[src/verilog/lso_pkg.sv]
// Shared constants for the link sync and over-range configuration block.
`default_nettype none

package lso_pkg;

	// ==========================================================
	// Register addresses on the serial register port.
	localparam logic [14:0] ADDR_SYNC_HEADER_SELECT = 15'h020f;
	localparam logic [14:0] ADDR_SYNC_REQUEST_THRESHOLD = 15'h0210;
	localparam logic [14:0] ADDR_OVERRANGE_LEVEL = 15'h0211;
	localparam logic [14:0] ADDR_OVERRANGE_CONFIG = 15'h0213;
	localparam logic [14:0] ADDR_INIT_PROGRESS_STATUS = 15'h0270;

	// ==========================================================
	// Field positions inside the 8-bit registers.
	localparam int SH_SELECT_LSB = 0;
	localparam int THRESH_LSB = 0;
	localparam int OVERRANGE_OUTPUT_ENABLE_BIT = 3;
	localparam int OVERRANGE_STRETCH_EXPONENT_LSB = 0;
	localparam int INIT_DONE_BIT = 0;

	// ==========================================================
	// Reset values of the stored fields.
	localparam logic [1:0] RST_SH_SELECT = 2'h0;
	localparam logic [4:0] RST_SYNC_REQUEST_THRESHOLD = 5'h03;
	localparam logic [7:0] RST_OVR_LEVEL = 8'hf2;
	localparam logic RST_OVERRANGE_OUTPUT_ENABLE = 1'b0;
	localparam logic [2:0] RST_OVERRANGE_STRETCH_EXPONENT = 3'h7;

	// ==========================================================
	// Sync-header content selections; codes 1 and 3 are reserved.
	localparam logic [1:0] SH_CRC = 2'h0;
	localparam logic [1:0] SH_FEC = 2'h2;

	// Layout of the 32-bit multiblock sync word; all other bits are idle command bits.
	localparam int SYNC_WORD_W = 32;
	localparam int CRC_W = 12;
	localparam int FEC_W = 26;
	localparam int CRC_LSB = 20;
	localparam int FEC_LSB = 6;

	// ==========================================================
	// Over-range stretch: the shortest pulse is STRETCH_BASE times two to the N.
	localparam int STRETCH_CNT_W = 10;
	localparam logic [STRETCH_CNT_W-1:0] STRETCH_BASE = 10'h004;
	localparam int OVR_LEVEL_W = 8;

	// ==========================================================
	// Serial frame: one read flag, fifteen address bits, eight data bits.
	localparam logic [4:0] SPI_HDR_LAST = 5'h0f;
	localparam logic [4:0] SPI_FRAME_LAST = 5'h17;

	// ==========================================================
	// Internal initialization time and its cycle count at 100 MHz.
	localparam int CLK_PERIOD_NS = 10;
	localparam int INIT_TIME_NS = 1000;
	localparam int INIT_CYCLES = (INIT_TIME_NS + CLK_PERIOD_NS - 1) / CLK_PERIOD_NS;

endpackage : lso_pkg

`default_nettype wire

[src/verilog/lso_ovr_chan.sv]
// One channel of over-range detection with a pulse stretcher.
`default_nettype none

module lso_ovr_chan
	import lso_pkg::*;
#(
	parameter int SAMPLE_W = 9
) (
	input wire logic clk,
	input wire logic sys_rst,
	input wire logic sample_tick,
	input wire logic enable,
	input wire logic [SAMPLE_W-1:0] sample,
	input wire logic [OVR_LEVEL_W-1:0] level,
	input wire logic [2:0] stretch_n,
	output logic flag
);

	// ==========================================================
	// Elaboration check.
	// The level scales against a signed sample of at least nine bits.
	if (SAMPLE_W < 9) begin : g_bad_width
		$error("lso_ovr_chan: SAMPLE_W must be at least 9");
	end

	// ==========================================================
	// State.
	typedef struct packed {
		logic [STRETCH_CNT_W-1:0] cnt; // Sampling cycles left after the current one.
		logic flag; // Stretched over-range indication.
	} lso_chan_state_t;

	lso_chan_state_t st_r;
	lso_chan_state_t st_nxt;
	logic [SAMPLE_W-1:0] mag; // Absolute sample value.
	logic [SAMPLE_W-1:0] lvl_ext; // Level scaled to the sample's full scale.
	logic hit; // Detection in this sampling cycle.
	logic [STRETCH_CNT_W-1:0] period_m1; // Stretch length less one.

	// ==========================================================
	// Next-state logic.
	// The most negative code gives a magnitude of exactly full scale, which still fits unsigned.
	always_comb begin
		mag = sample[SAMPLE_W-1] ? SAMPLE_W'(-sample) : sample;
		lvl_ext = SAMPLE_W'({level, {(SAMPLE_W - 8){1'b0}}} >> 1);
		hit = sample_tick && enable && (mag >= lvl_ext);
		period_m1 = STRETCH_CNT_W'((STRETCH_BASE << stretch_n) - 1'b1);
		st_nxt = st_r;
		if (!enable) begin
			// Disabled channels drop any pending pulse.
			st_nxt.cnt = '0;
			st_nxt.flag = 1'b0;
		end else if (hit) begin
			// A new detection restarts the whole stretch period.
			st_nxt.cnt = period_m1;
			st_nxt.flag = 1'b1;
		end else if (sample_tick && st_r.flag) begin
			if (st_r.cnt == '0) begin
				st_nxt.flag = 1'b0;
			end else begin
				st_nxt.cnt = st_r.cnt - 1'b1;
			end
		end
	end

	// ==========================================================
	// State register.
	always_ff @(posedge clk) begin
		if (sys_rst) begin
			st_r <= '0;
		end else begin
			st_r <= st_nxt;
		end
	end

	assign flag = st_r.flag;
endmodule : lso_ovr_chan

`default_nettype wire

[src/verilog/lso_top.sv]
// Link sync, sync-header and over-range configuration registers with serial port.
// Functional notes
// - Select 0 sends CRC-12, 2 sends FEC.
// - Select ignored unless link uses 64B/66B.
// - Sync word carries 12 CRC or 26 FEC bits of header data.
// - All command fields are sent as zero.
// - Sample SYNC~ on every link clock cycle.
// - Request after threshold-plus-one consecutive low samples.
// - Shorter lows are error reports, ignored.
// - Level sets magnitude that flags over-range.
// - Flag outputs held low unless enabled.
// - Pulse lasts at least four times two-to-N cycles.
// - Init status bit reads 1 once initialized.
`default_nettype none

module lso_top
	import lso_pkg::*;
#(
	parameter int SAMPLE_W = 9,
	parameter int INIT_WAIT = INIT_CYCLES
) (
	input wire logic clk,
	input wire logic sys_rst,
	input wire logic spi_sclk,
	input wire logic spi_cs_n,
	input wire logic spi_sdi,
	output logic spi_sdo,
	output logic spi_sdo_oe,
	input wire logic sync_n,
	input wire logic sample_tick,
	input wire logic link_mode_64b66b,
	input wire logic [CRC_W-1:0] crc_value,
	input wire logic [FEC_W-1:0] fec_value,
	input wire logic [SAMPLE_W-1:0] sample_a,
	input wire logic [SAMPLE_W-1:0] sample_b,
	input wire logic [SAMPLE_W-1:0] sample_c,
	input wire logic [SAMPLE_W-1:0] sample_d,
	output logic sync_request,
	output logic [SYNC_WORD_W-1:0] sync_word,
	output logic overrange_flag_a,
	output logic overrange_flag_b,
	output logic overrange_flag_c,
	output logic overrange_flag_d
);

	// ==========================================================
	// Elaboration checks.
	if (INIT_WAIT < 1 || INIT_WAIT > 65535) begin : g_bad_init
		$error("lso_top: INIT_WAIT must lie in 1..65535");
	end

	// ==========================================================
	// State of the block, except the over-range channel stretchers, in one record.
	typedef struct packed {
		logic [2:0] sclk_s; // Serial clock synchroniser plus edge history.
		logic [1:0] cs_s; // Chip select synchroniser.
		logic [1:0] sdi_s; // Serial data synchroniser.
		logic [1:0] sync_s; // SYNC~ pin synchroniser.
		logic [4:0] bit_cnt; // Serial bits taken in this frame.
		logic [15:0] hdr; // Read flag and address.
		logic [6:0] dat; // Write data gathered so far.
		logic [7:0] out; // Read data still to be shifted out.
		logic sdo; // Serial data out.
		logic sdo_oe; // Serial data out enable.
		logic [1:0] sh_select; // Sync-header content selection.
		logic [4:0] thresh; // Sync request threshold.
		logic [7:0] level; // Over-range level.
		logic overrange_output_enable; // Over-range output enable.
		logic [2:0] overrange_stretch_exponent; // Over-range stretch exponent.
		logic [15:0] init_cnt; // Initialization timer.
		logic init_done; // Initialization finished.
		logic link_phase; // Divider from sample rate to link rate.
		logic [5:0] low_cnt; // Consecutive low SYNC~ samples, saturating.
		logic sync_req; // Synchronization request.
		logic [SYNC_WORD_W-1:0] sync_word; // Multiblock sync word.
		logic [3:0] flags; // Gated over-range outputs.
	} lso_top_state_t;

	localparam lso_top_state_t ST_RESET = '{
		sclk_s: 3'h0, cs_s: 2'h3, sdi_s: 2'h0, sync_s: 2'h3, bit_cnt: 5'h00,
		hdr: 16'h0000, dat: 7'h00, out: 8'h00, sdo: 1'b0, sdo_oe: 1'b0,
		sh_select: RST_SH_SELECT, thresh: RST_SYNC_REQUEST_THRESHOLD, level: RST_OVR_LEVEL,
		overrange_output_enable: RST_OVERRANGE_OUTPUT_ENABLE, overrange_stretch_exponent: RST_OVERRANGE_STRETCH_EXPONENT, init_cnt: 16'h0000, init_done: 1'b0,
		link_phase: 1'b0, low_cnt: 6'h00, sync_req: 1'b0, sync_word: 32'h0000_0000,
		flags: 4'h0};

	lso_top_state_t st_r;
	lso_top_state_t st_nxt;
	logic [SAMPLE_W-1:0] samples [4]; // Channel samples gathered for the generate loop.
	logic [3:0] chan_flag; // Stretched flags from the channels.
	logic sclk_rise; // Synchronised serial clock rising edge.
	logic sclk_fall; // Synchronised serial clock falling edge.
	logic cs_act; // Frame in progress.
	logic link_tick; // One cycle per link clock period.
	logic wr_commit; // Last bit of a write frame.
	logic [7:0] wr_data; // Complete write byte.
	logic [5:0] thresh_p1; // Threshold plus one.

	// ==========================================================
	// Register read decode. Unmapped addresses and reserved bits return zero.
	function automatic logic [7:0] reg_read(input logic [14:0] addr, input lso_top_state_t s);
		logic [7:0] v;
		v = 8'h00;
		unique case (addr)
			ADDR_SYNC_HEADER_SELECT: v[SH_SELECT_LSB +: 2] = s.sh_select;
			ADDR_SYNC_REQUEST_THRESHOLD: v[THRESH_LSB +: 5] = s.thresh;
			ADDR_OVERRANGE_LEVEL: v = s.level;
			ADDR_OVERRANGE_CONFIG: begin
				v[OVERRANGE_OUTPUT_ENABLE_BIT] = s.overrange_output_enable;
				v[OVERRANGE_STRETCH_EXPONENT_LSB +: 3] = s.overrange_stretch_exponent;
			end
			ADDR_INIT_PROGRESS_STATUS: v[INIT_DONE_BIT] = s.init_done;
			default: v = 8'h00;
		endcase
		return v;
	endfunction : reg_read

	// ==========================================================
	// Over-range channels.
	assign samples[0] = sample_a;
	assign samples[1] = sample_b;
	assign samples[2] = sample_c;
	assign samples[3] = sample_d;

	for (genvar i = 0; i < 4; i++) begin : g_chan
		lso_ovr_chan #(.SAMPLE_W(SAMPLE_W)) u_chan (
			.clk(clk),
			.sys_rst(sys_rst),
			.sample_tick(sample_tick),
			.enable(st_r.overrange_output_enable),
			.sample(samples[i]),
			.level(st_r.level),
			.stretch_n(st_r.overrange_stretch_exponent),
			.flag(chan_flag[i])
		);
	end

	// ==========================================================
	// Next-state logic.
	// The serial pins are slow compared to clk, so edges are found on synchronised copies;
	// the serial clock must stay below about a quarter of clk for this to hold.
	always_comb begin
		st_nxt = st_r;
		st_nxt.sclk_s = {st_r.sclk_s[1:0], spi_sclk};
		st_nxt.cs_s = {st_r.cs_s[0], spi_cs_n};
		st_nxt.sdi_s = {st_r.sdi_s[0], spi_sdi};
		st_nxt.sync_s = {st_r.sync_s[0], sync_n};
		sclk_rise = st_r.sclk_s[1] && !st_r.sclk_s[2];
		sclk_fall = !st_r.sclk_s[1] && st_r.sclk_s[2];
		cs_act = !st_r.cs_s[1];
		wr_data = {st_r.dat, st_r.sdi_s[1]};
		wr_commit = cs_act && sclk_rise && st_r.bit_cnt == SPI_FRAME_LAST && !st_r.hdr[15];

		// Serial frame handling.
		if (!cs_act) begin
			st_nxt.bit_cnt = 5'h00;
			st_nxt.sdo_oe = 1'b0;
		end else if (sclk_rise) begin
			if (st_r.bit_cnt <= SPI_HDR_LAST) begin
				st_nxt.hdr = {st_r.hdr[14:0], st_r.sdi_s[1]};
			end else begin
				st_nxt.dat = wr_data[6:0];
			end
			if (st_r.bit_cnt == SPI_HDR_LAST) begin
				// Header complete: fetch read data before the first data bit.
				st_nxt.out = reg_read({st_r.hdr[13:0], st_r.sdi_s[1]}, st_r);
			end
			// The count stops one past the last bit, so extra clocks cannot commit twice.
			if (st_r.bit_cnt <= SPI_FRAME_LAST) begin
				st_nxt.bit_cnt = st_r.bit_cnt + 5'h01;
			end
		end else if (sclk_fall && st_r.bit_cnt > SPI_HDR_LAST && st_r.hdr[15]) begin
			st_nxt.sdo = st_r.out[7];
			st_nxt.out = {st_r.out[6:0], 1'b0};
			st_nxt.sdo_oe = 1'b1;
		end

		// Register writes; only the defined fields are stored.
		if (wr_commit) begin
			unique case (st_r.hdr[14:0])
				ADDR_SYNC_HEADER_SELECT: st_nxt.sh_select = wr_data[SH_SELECT_LSB +: 2];
				ADDR_SYNC_REQUEST_THRESHOLD: st_nxt.thresh = wr_data[THRESH_LSB +: 5];
				ADDR_OVERRANGE_LEVEL: st_nxt.level = wr_data;
				ADDR_OVERRANGE_CONFIG: begin
					st_nxt.overrange_output_enable = wr_data[OVERRANGE_OUTPUT_ENABLE_BIT];
					st_nxt.overrange_stretch_exponent = wr_data[OVERRANGE_STRETCH_EXPONENT_LSB +: 3];
				end
				default: st_nxt.level = st_r.level;
			endcase
		end

		// Initialization timer; the done bit never falls until reset.
		if (!st_r.init_done) begin
			st_nxt.init_cnt = st_r.init_cnt + 16'h0001;
			st_nxt.init_done = (st_r.init_cnt == 16'(INIT_WAIT - 1));
		end

		// Link clock runs at half the sample rate.
		link_tick = sample_tick && st_r.link_phase;
		if (sample_tick) begin
			st_nxt.link_phase = !st_r.link_phase;
		end

		// SYNC~ filter: count consecutive low samples at the link rate.
		thresh_p1 = {1'b0, st_r.thresh} + 6'h01;
		if (link_tick) begin
			if (st_r.sync_s[1]) begin
				// A high sample ends the run; a short run was only an error report.
				st_nxt.low_cnt = 6'h00;
				st_nxt.sync_req = 1'b0;
			end else begin
				if (st_r.low_cnt != 6'h3f) begin
					st_nxt.low_cnt = st_r.low_cnt + 6'h01;
				end
				// Compare the saturated count, so a long low never wraps and drops the request.
				st_nxt.sync_req = st_nxt.low_cnt >= thresh_p1;
			end
		end

		// Sync word: selection applies only in 64B/66B modes; command bits stay idle.
		st_nxt.sync_word = '0;
		if (link_mode_64b66b) begin
			unique case (st_r.sh_select)
				SH_CRC: st_nxt.sync_word[CRC_LSB +: CRC_W] = crc_value;
				SH_FEC: st_nxt.sync_word[FEC_LSB +: FEC_W] = fec_value;
				default: st_nxt.sync_word = '0;
			endcase
		end

		// Over-range outputs forced low while disabled.
		st_nxt.flags = st_r.overrange_output_enable ? chan_flag : 4'h0;
	end

	// ==========================================================
	// State register.
	always_ff @(posedge clk) begin
		if (sys_rst) begin
			st_r <= ST_RESET;
		end else begin
			st_r <= st_nxt;
		end
	end

	// ==========================================================
	// Outputs, all straight from the state register.
	assign spi_sdo = st_r.sdo;
	assign spi_sdo_oe = st_r.sdo_oe;
	assign sync_request = st_r.sync_req;
	assign sync_word = st_r.sync_word;
	assign overrange_flag_a = st_r.flags[0];
	assign overrange_flag_b = st_r.flags[1];
	assign overrange_flag_c = st_r.flags[2];
	assign overrange_flag_d = st_r.flags[3];
endmodule : lso_top

`default_nettype wire

[config.mk]
export PLATFORM = sky130hd
export DESIGN_NAME = lso_top
export DESIGN_NICKNAME = d
export VERILOG_FILES = /design/src/verilog/lso_pkg.sv /design/src/verilog/lso_ovr_chan.sv /design/src/verilog/lso_top.sv
export SDC_FILE = /design/constraint.sdc
export NUM_CORES = 1
export LEC_CHECK = 0
export ABC_AREA = 1
export BUFFER_PORTS_ARGS = -buffer_cell sky130_fd_sc_hd__buf_2
export CAP_MARGIN = 0
export CELL_PAD_IN_SITES_DETAIL_PLACEMENT = 0
export CELL_PAD_IN_SITES_GLOBAL_PLACEMENT = 1
export CORE_ASPECT_RATIO = 0.7
export CORE_MARGIN = 2
export CORE_UTILIZATION = 42
export DETAILED_ROUTE_END_ITERATION = 7
export GPL_TIMING_DRIVEN = 0
export PLACE_DENSITY = 0.78
export SYNTH_ARGS = -nofsm -noshare
export SYNTH_HDL_FRONTEND = slang
export SYNTH_SLANG_ARGS = --single-unit
export TNS_END_PERCENT = 5
[constraint.sdc]
create_clock -name clk -period 2.4 [get_ports clk]
set_input_delay 0.12 -clock clk [delete_from_list [all_inputs] [get_ports clk]]
set_output_delay 0.12 -clock clk [all_outputs]
set_load 0.01 [all_outputs]
==> results.md, run 1 <==
- Worst slew pin tran: slightly above 0.7 ns
- Synth Flop Type: dfxtp_1
- Total Nets Final: between 1.5k and 2k
- Data required, critical path: 2.72 ns
- Synth Area in Compound Gates: 0.1477
- Cells after synthesis: 1347
- Relative slew slack: 0.5244
- Initial antenna violation count: 2
- Setup_tns: 0 ns
- Max_cap viols: 0
- Crit path top cell by count: inv_1
- Core Area: around 22000 um^2
- CP Max Fanout: 4
- Final setup vio count: 0
- Fmax: about 450 MHz
- Routed Antenna Nets: 0
- DP Wirelength: about 19000 um
- Wire length of the first global-routing pass: around 41000 um
- Inst Count DP: 1743
- H-tree depth: 4
- Max-slew violations: 0
- Worst-path clk slew: ~0.06 ns
- Top delay family on crit path: compound AO/OA/AOI/OAI gates
- Worst skew pair latency: around 0.43 ns
- First-pass DRT Iterations: 6
- Crit path time final: approximately 2.2 ns
- CTS tree: done
- Crit path kind: flip-flop to flip-flop
- Asr flop ratio synth: 0
- Die ar.: 23540 um^2
- Yosys top cell by area: dfxtp_1
- Drt drc: 0
- Clk buf depth: 2
- Worst Path Arrival: approximately 2.6 ns
- Synth Register Bits: roughly 170
- Max VDD drop: between 0.4 and 0.5 mV
- Die width: approximately 180 um
- Crit-path max cell delay: approximately 0.37 ns
- PD cells: about 530 nW/um^2
- CTS sink cnt: roughly 170
- Synth warn: 0
- Critical path capture point type: flip-flop
- CTS root buf: clkbuf_16
- CP bufs+invs: 3
- Cell Count, Final, Fillers Out: roughly 1.8k
- Status: finished, final reports clean
- Type of the most critical hold path: input port to flip-flop
- Die height: approximately 130 um
- # IOs: between 100 and 150
- Critical path, cell by cell: ha_1, nand2_1, nor2_2, inv_1, nor2_4, inv_1, nand2_1, o21ai_2, ha_1, inv_1, nor2_1, o211ai_1, o2111ai_1, a32o_1
- Synthesized area: about 9400 um^2
- IO Port Bufs: ~110
- Synth top area cells: dfxtp_1 35%, inv_1 8.7%, nand2_1 8.7%, ha_1 6.9%, nor2_1 6.5%
- Drt wl/cell: approximately 14 um
- Vias: 8951
- Pleak: ~5.5 nW
- Top post-synthesis cells by count: 218 x inv_1, 218 x nand2_1, 165 x dfxtp_1
- Endpoints failing hold: 0
- Main combinational cell family by area after synthesis: simple AND/OR/NAND/NOR gates
- Post-Synth Simple-Gate Area: 0.2565
- Crit-path slowest cell: dfxtp_4
- Total gr overflow: 0
- Clock Skew: 0.008964 ns
- Via-per-instance ratio: around 4.9
- Crit start category: flip-flop
- Sequential area share after synthesis: 0.3525
- Largest net degree at the start of global routing: 17
- Synthesized area per cell: 6.957 um^2
- Routed wire length: around 25000 um
- Total clock buffers created by CTS: 17
- Area grow syn2layout: 21.03%
- GRT Overall Usage: 0.2182
- Post-Synth Adder-Cell Area: 0.06943
- Initial core utilization: 0.4301
- Core Rows: 45
- DR iter-0 viols: approximately 550
- Synth Area in XOR/XNOR: 0.04206
- EDFF count, synth: 0
- Share of the synthesized area in the top cell type: 0.3525
- Period utilisation layout: 0.9311
- RePlAce Congestion: approximately 0.84
- Vias in the first global route: ~8.0k
- Mux cell area share after synthesis: 0
- Share of cells above drive strength 1: 0.1513
- RSZ-0062 raised after global routing: yes
- Unique masters post-synth: 42
## what timing repair did
| action | 4_1_cts | 5_1_grt |
|---|---|---|
| hold endpoints to repair | 30 | 0 |
| buffers inserted | 0 | 0 |
| endpoints found under the setup margin | 5 | 43 |
| pin swaps | 0 | 1 |
| hold buffers | 42 | 0 |
| resized for setup | 4 | 24 |
## layout make-up
| cell class | count | area [um^2] |
|---|---|---|
| inverters | 221 | 829.5 |
| multi-input cells | 897 | 4895 |
| plain buffers | 69 | 410.4 |
| flip-flops and latches | 165 | 3307 |
| repair buffers | 151 | 965.9 |
| clock buffers | 21 | 450.4 |
| well taps | 282 | 352.8 |
| clock inverters | 9 | 128.9 |
| fillers | 2120 | 10450 |
| diodes | 1 | 2.502 |
## cells in the final DEF, fill, tap and decap left out, drive strengths merged, types with 3 or more instances in the layout
master	synthesis	final
a211oi	3	3
a21oi	79	79
a31oi	9	9
buf	51	158
bufinv	0	3
clkbuf	18	41
clkinv	2	4
conb	1	6
dfxtp	165	165
dlygate4sd3	0	42
ha	52	52
inv	219	221
nand2	223	223
nand3	78	78
nand3b	3	3
nand4	26	26
nor2	170	170
nor3	27	27
nor4	5	5
o211ai	17	17
o21ai	121	121
o22ai	15	15
o31ai	4	4
or2	8	8
xnor2	12	12
xor2	33	33
## metrics by stage
stage	power (mW)	utilization	instance area (um^2)	worst slack, ns	hold slack, ns
finish	6.041	0.5205	11340	0.1653	0.09273
global route	6.289	0.5204	11340	-0.07190	0.1008
CTS	6.101	0.5182	11290	0.02240	0.07971
detailed placement	3.279	0.4722	10290	-0.3068	0.3186
global placement	3.276	0.4722	10290	-0.3535	0.3200
floorplan	3.117	-	9390	0.2558	0.2238
## final timing paths
path                                                  end              startpoint  depth (start not counted)  slack (ns)
worst min register to register     st_nxt[126]$_SDFF_PP0_  st_nxt[125]$_SDFF_PP0_                          2        0.40
worst min-delay path                st_r[92]$_SDFFE_PP0P_                 sys_rst                          3        0.09
worst max-delay path            sync_request$_SDFFE_PP0P_   st_r[37]$_SDFFE_PP0P_                         14        0.17
worst max register to register  sync_request$_SDFFE_PP0P_   st_r[37]$_SDFFE_PP0P_                         14        0.17
## layer usage
layer / vias up / part of all wire / global-route usage
met3: 20 / 0.066 / 0.05095
li1: 4685 / - / -
met4: 0 / 0.0097 / 0.04696
met2: 251 / 0.39 / 0.3125
met5: - / 0 / 0
met1: 3995 / 0.54 / 0.3300
## power by group
part / internal [mW] / switching, mW / leakage [nW] / total, mW
sequential: 2.76 / 0.0155 / 1.33 / 2.78
clock: 1.65 / 1.12 / 0.279 / 2.77
combinational: 0.225 / 0.272 / 3.88 / 0.496
total: 4.64 / 1.40 / 5.49 / 6.04
## registers in the layout (all words and copies together) (netlist names)
| signal | cells |
|---|---|
| g_chan.u_chan.flag | 4 |
| g_chan.u_chan.st_r | 40 |
| overrange_flag_a | 1 |
| overrange_flag_b | 1 |
| overrange_flag_c | 1 |
| overrange_flag_d | 1 |
| spi_sdo | 1 |
| spi_sdo_oe | 1 |
| st_nxt | 5 |
| st_r | 83 |
| sync_request | 1 |
| sync_word | 26 |
## cell families (layout without fill, tap and decap cells)
logic type,Yosys count,in the layout
flops,165,165
xor+xnor,45,45
fa+ha+maj,52,52
buf+inv,290,471
compound gates,254,254
other cells,1,7
simple gates,540,540
## worst min-delay path, stage by stage
cell and delay (ns):
buf_2 0.08, buf_2 0.21, a21oi_1 0.06
No activity file was read; power rests on OpenSTA's default activity.
==> inputs of run 2 (changes only) <==
==> constraint.sdc (replaced) <==
create_clock -name clk -period 2.3 [get_ports clk]
set_input_delay 0.115 -clock clk [delete_from_list [all_inputs] [get_ports clk]]
set_output_delay 0.115 -clock clk [all_outputs]
set_load 0.01 [all_outputs]
==> run 2 against run 1 <==
  * Design area increased by 0.19%
  * Cell count unchanged
  * Count of clock-buffer cells in the layout unchanged
  * Global-route usage about the same
  * Sequential cell count unchanged
  * Largest power group unchanged
  * First-iteration DRC count increased by 4.8%
  * Wire length decreased by 0.13%
  * Maximum frequency decreased by 0.52%
  * Setup slack got worse by 0.11 ns
  * Core utilization increased by 0.098 points
==> results.md, run 2 (synthesized netlist as in run 1, its figures left out) <==
- CTS tree: done
- Worst-path clk slew: 0.06 ns (about the same)
- Period utilisation layout: 0.9767 (+0.04552)
- Area grow syn2layout: 21.26%
- CP Max Fanout: 4 (unchanged)
- CTS root buf: clkbuf_16
- Die height: 129.0 um (unchanged)
- Grt met1 use: 0.3300 (unchanged)
- Largest net degree at the start of global routing: 17 (unchanged)
- Routed wire length: 24960 um (-0.13%)
- Vias: 8957 (+0.067%)
- Pre-CTS WS: -0.4018 ns (-0.09500 ns)
- Commonest non-fill, non-tap cell in the layout: inv_1
- Core Rows: 45 (unchanged)
- First-pass DRT Iterations: 5 (-1)
- Initial antenna violation count: 2 (unchanged)
- Max VDD drop: 0.4807 mV (+4.3%)
- RePlAce Congestion: 0.8399 (unchanged)
- Worst skew pair latency: 0.43 ns (about the same)
- Pleak: 5.508 nW (+0.33%)
- Max-slew violations: 0 (unchanged)
- Largest Register: st_r
- RSZ-0062 raised after global routing: yes
- Endpoints failing hold: 0 (unchanged)
- GRT Overall Usage: 0.2187 (+0.0004284)
- Met2 usage: 0.3136 (+0.001118)
- Total gr overflow: 0 (unchanged)
- Die ar.: 23540 um^2 (unchanged)
- Type of the most critical hold path: input port to flip-flop
- Crit path time final: 2.246 ns (+0.01158 ns)
- # IOs: 121 (unchanged)
- Final setup vio count: 0 (unchanged)
- Die width: 182.5 um (unchanged)
- PD cells: 553.9 nW/um^2 (+4.0%)
- Fill cells: 2125 (+0.24%)
- Total clock buffers created by CTS: 17 (unchanged)
- Crit start category: flip-flop
- Worst Path Arrival: 2.57 ns (about the same)
- Crit path kind: flip-flop to flip-flop
- Setup slack after layout: 0.05368 ns (-0.1116 ns)
- Share of cells above drive strength 1: 0.1559 (+0.004566)
- Clk buf depth: 2 (unchanged)
- Number of setup buffers added after CTS: 0 (unchanged)
- Core Area: 21790 um^2 (unchanged)
- Initial core utilization: 0.4301 (unchanged)
- GR Layer Usage met3: 0.05123 (+0.0002830)
- Fmax: 445.2 MHz (-0.52%)
- Cell Count, Final, Fillers Out: 1816 (unchanged)
- DP Wirelength: 18550 um (unchanged)
- H-tree depth: 4 (unchanged)
- Clock Skew: 0.008353 ns (-0.0006110 ns)
- Routed Antenna Nets: 0 (unchanged)
- Relative slew slack: 0.5263 (+0.001920)
- Setup_tns: 0 ns (unchanged)
- IO Port Bufs: 109 (unchanged)
- Drt wl/cell: 13.74 um (-0.13%)
- Inst Count DP: 1743 (unchanged)
- Worst slew pin tran: 0.7106 ns (-0.002881 ns)
- Vias in the first global route: 8029 (+0.35%)
- Gr busiest metal: met1
- Max reg flops: 83 (unchanged)
- Most frequent cells in the layout: 214 x inv_1, 213 x nand2_1, 161 x dfxtp_1
- Core Util, Final: 0.5215 (+0.0009760)
- Critical path capture point type: flip-flop
- Wire length of the first global-routing pass: 41000 um (+0.19%)
- Total Nets Final: 1656 (unchanged)
- Status: finished, final reports clean
- Via-per-instance ratio: 4.932 (about the same)
- Max_cap viols: 0 (unchanged)
- CTS sink cnt: 165 (unchanged)
- Drt drc: 0 (unchanged)
- DR iter-0 viols: 573 (+4.8%)
- Data required, critical path: 2.62 ns (-0.10 ns)
-- run 2: cell count changes in the layout (fill, tap and decap cells not counted), moves of 2 or more --
cell / delta
o21ai_1: +2
dfxtp_1: -3
inv_1: -2
inv_2: +2
dfxtp_2: +3
o21ai_0: -2
-- run 2: metal layers --
layer / vias to the layer above / share of wire
met5: - / 0
met4: 0 / 0.0095
met3: 18 / 0.070
met2: 262 / 0.39
met1: 3992 / 0.53
li1: 4685 / -
-- run 2: path summary, 6_finish.rpt --
path	startpoint	end	slack, ns	cells after the start
hold / removal	sys_rst	st_r[92]$_SDFFE_PP0P_	0.09	3
setup reg to reg	st_r[37]$_SDFFE_PP0P_	sync_request$_SDFFE_PP0P_	0.05	14
hold reg to reg	st_nxt[125]$_SDFF_PP0_	st_nxt[126]$_SDFF_PP0_	0.40	2
setup / recovery	st_r[37]$_SDFFE_PP0P_	sync_request$_SDFFE_PP0P_	0.05	14
-- run 2: power breakdown --
part	internal (mW)	switching [mW]	total, mW
Clock	1.72	1.16	2.88
Combinational	0.235	0.284	0.518
Sequential	2.88	0.0162	2.90
Total	4.84	1.46	6.29
-- run 2: final cells by class --
cell class / count / area [um^2] / share of cell area
inverters: 221 / 829.5 / 0.07300
clock inverters: 9 / 128.9 / 0.01134
plain buffers: 69 / 410.4 / 0.03612
flip-flops and latches: 165 / 3311 / 0.2913
repair buffers: 151 / 965.9 / 0.08500
clock buffers: 21 / 450.4 / 0.03964
diodes: 1 / 2.502 / 0.0002202
well taps: 282 / 352.8 / 0.03105
multi-input cells: 897 / 4912 / 0.4323
-- run 2: metrics by stage --
stage / hold WS [ns] / power [mW] / instance area [um^2]
floorplan: 0.2188 / 3.252 / 9390
global placement: 0.3150 / 3.418 / 10290
detailed placement: 0.3136 / 3.421 / 10290
CTS: 0.07471 / 6.367 / 11310
global route: 0.09577 / 6.564 / 11360
finish: 0.08694 / 6.294 / 11360
-- run 2: repair_timing --
item,in CTS,in global routing
setup endpoints to repair,13,53
endpoints found under the hold margin,30,0
pin swaps,0,1
resized for setup,10,30
hold buffers,42,0
-- run 2: critical path, stage by stage (launching register included) --
cell and delay (ns):
dfxtp_4 0.38, ha_1 0.18, nand2_1 0.10, nor2_2 0.14
inv_1 0.08, nor2_4 0.13, inv_1 0.09, nand2_1 0.08
o21ai_2 0.07, ha_1 0.30, inv_1 0.06, nor2_1 0.03
o211ai_1 0.15, o2111ai_1 0.13, a32o_1 0.21
==> inputs of run 3 (changes only) <==
--- a/config.mk
+++ b/config.mk
@@ -10,7 +10,6 @@
 export CAP_MARGIN = 0
 export CELL_PAD_IN_SITES_DETAIL_PLACEMENT = 0
 export CELL_PAD_IN_SITES_GLOBAL_PLACEMENT = 1
-export CORE_ASPECT_RATIO = 0.7
 export CORE_MARGIN = 2
 export CORE_UTILIZATION = 42
 export DETAILED_ROUTE_END_ITERATION = 7
==> run 3 against run 2 <==
  * Critical endpoint unchanged
  * Maximum frequency increased by 2.8%
  * Clock skew is 0.0079 ns higher
  * Sequential share of layout area decreased by 0.069 points
  * Design area is 0.28% higher
  * Sequential power about the same
  * Core utilization is 0.099 points lower
  * Die area is essentially flat
  * Count of clock-buffer cells in the layout shrank 3
==> results.md, run 3 (synthesized netlist as in run 1, its figures left out) <==
- CTS root buf: clkbuf_16
- Crit path kind: flip-flop to flip-flop
- Crit start category: flip-flop
- Routed Antenna Nets: 0 (unchanged)
- Top delay family on crit path: compound AO/OA/AOI/OAI gates
- Core Area: 21890 um^2 (+0.47%)
- Highest Signal Layer: met4
- Share of cells above drive strength 1: 0.1583 (+0.002403)
- CTS tree: done
- Type of the most critical hold path: input port to flip-flop
- Largest Register: st_r
- CP Max Fanout: 4 (unchanged)
- Total Nets Final: 1656 (unchanged)
- Crit-path slowest cell: dfxtp_4
- DR WL met3: 922 um (-47%)
- DP Wirelength: 17580 um (-5.2%)
- Worst-path clk slew: 0.07 ns (about the same)
- Worst skew pair latency: 0.44 ns (about the same)
- Setup_tns: 0 ns (unchanged)
- Pleak: 5.518 nW (+0.19%)
- Period utilisation layout: 0.9497 (-0.02692)
- Max_cap viols: 0 (unchanged)
- Die width: 153.4 um (-16%)
- Final setup vio count: 0 (unchanged)
- Wire length of the first global-routing pass: 40340 um (-1.6%)
- Clock Skew: 0.01625 ns (+0.007895 ns)
- Status: finished, final reports clean
- Fmax: 457.8 MHz (+2.8%)
- Metal2 WL: 11240 um (+16%)
- GRT Overall Usage: 0.2090 (-0.009713)
- Relative slew slack: 0.5124 (-0.01390)
- Vias: 8847 (-1.2%)
- RePlAce Congestion: 0.8074 (-3.9%)
- Clk buf depth: 2 (unchanged)
- Largest net degree at the start of global routing: 17 (unchanged)
- RSZ-0062 raised after global routing: yes
- Drt wl/cell: 13.30 um (-3.2%)
- H-tree depth: 4 (unchanged)
- Drt drc: 0 (unchanged)
- Via-per-instance ratio: 4.874 (-1.2%)
- Die height: 153.4 um (+19%)
- CP bufs+invs: 3 (unchanged)
- Max reg flops: 83 (unchanged)
- Crit path time final: 2.184 ns (-0.06193 ns)
- Critical path, cell by cell: ha_1, nand2_1, nor2_2, inv_1, nor2_4, inv_1, o21ai_1, ha_1, inv_1, nor2_1, o211ai_1, o2111ai_1, a32o_1
- Max VDD drop: 0.4425 mV (-7.9%)
- Crit-path max cell delay: 0.36 ns (-0.02 ns)
- Data required, critical path: 2.63 ns (about the same)
- IO Port Bufs: 109 (unchanged)
- Routed wire length: 24150 um (-3.3%)
- Total clock buffers created by CTS: 17 (unchanged)
- Core Rows: 54 (+20%)
- Total power: 6.354 mW (+0.94%)
- Die ar.: 23520 um^2 (about the same)
- Initial core utilization: 0.4281 (-0.001991)
- First-pass DRT Iterations: 5 (unchanged)
- Antenna cells: 0 (-1)
- Total gr overflow: 0 (unchanged)
- # IOs: 121 (unchanged)
- Initial antenna violation count: 0 (-2)
- Met1 WL: 11650 um (-13%)
- Worst Path Arrival: 2.51 ns (-0.06 ns)
- Area grow syn2layout: 21.59%
- Endpoints failing hold: 0 (unchanged)
- PD cells: 557.6 nW/um^2 (+0.67%)
- Most frequent cells in the layout: 214 x inv_1, 214 x nand2_1, 160 x dfxtp_1
- CTS sink cnt: 165 (unchanged)
- Critical path capture point type: flip-flop
- Fill cells: 2201 (+3.6%)
- Max-slew violations: 0 (unchanged)
- DR iter-0 viols: 490 (-14%)
- Crit path top cell by count: inv_1
- Vias in the first global route: 8370 (+4.2%)
- Worst slew pin tran: 0.7259 ns (+0.01527 ns)
-- run 3: path summary, 6_finish.rpt --
path | from | endpoint | slack, ns | depth (start not counted)
worst max-delay path | st_r[37]$_SDFFE_PP0P_ | sync_request$_SDFFE_PP0P_ | 0.12 | 13
worst min-delay path | sample_tick | st_r[43]$_SDFFE_PP0P_ | 0.09 | 3
worst max register to register | st_r[37]$_SDFFE_PP0P_ | sync_request$_SDFFE_PP0P_ | 0.12 | 13
worst min register to register | st_nxt[119]$_SDFF_PP1_ | st_r[119]$_SDFF_PP1_ | 0.40 | 1
-- run 3: repair_timing --
action / in CTS / in global routing
hold buffers: 42 / 0
resized for setup: 7 / 34
setup endpoints to repair: 14 / 57
endpoints found under the hold margin: 30 / 0
pin swaps: 0 / 2
buffers inserted: 0 / 2
gates cloned: 0 / 0
-- run 3: metrics by stage --
stage	area [um^2]	worst slack [ns]	hold slack, ns	util	std cells
2_1_floorplan	9390	0.1558	0.2188	-	1352
3_3_place_gp	10290	-0.3789	0.2997	0.4699	1741
3_5_place_dp	10290	-0.3908	0.3033	0.4699	1741
4_1_cts	11310	-0.02232	0.08654	0.5167	1815
5_1_grt	11390	-0.02844	0.1222	0.5205	1815
6_report	11390	0.1156	0.09194	0.5205	1815
-- run 3: layout make-up --
class / instances / area, um^2 / area share
clock inverter: 14 / 165.2 / 0.01449
inverter: 221 / 830.8 / 0.07291
clock buffer: 18 / 429.2 / 0.03766
tap: 280 / 350.3 / 0.03075
timing repair buffer: 153 / 980.9 / 0.08609
buffer: 67 / 405.4 / 0.03558
multi-input combinational: 897 / 4921 / 0.4319
sequential: 165 / 3312 / 0.2907
-- run 3: power by group --
part / internal (mW) / switching, mW / leakage [nW]
registers: 2.88 / 0.0161 / 1.34
logic: 0.235 / 0.273 / 3.90
clock network: 1.64 / 1.31 / 0.284
-- run 3: metal layers --
| metal | vias to the layer above | track usage |
|---|---|---|
| met5 | - | 0 |
| met4 | 0 | 0.05199 |
| met3 | 19 | 0.03743 |
| met2 | 161 | 0.3608 |
| met1 | 3980 | 0.2707 |
| li1 | 4687 | - |
-- run 3: worst register-to-register path, delay by kind of cell, from the launching register on --
kind	cells	cell delay, ns
AO/OA/AOI/OAI	4	0.70
adder cells (fa/ha/maj)	2	0.43
flip-flops	1	0.36
AND/OR/NAND/NOR	4	0.36
buffers and inverters	3	0.22
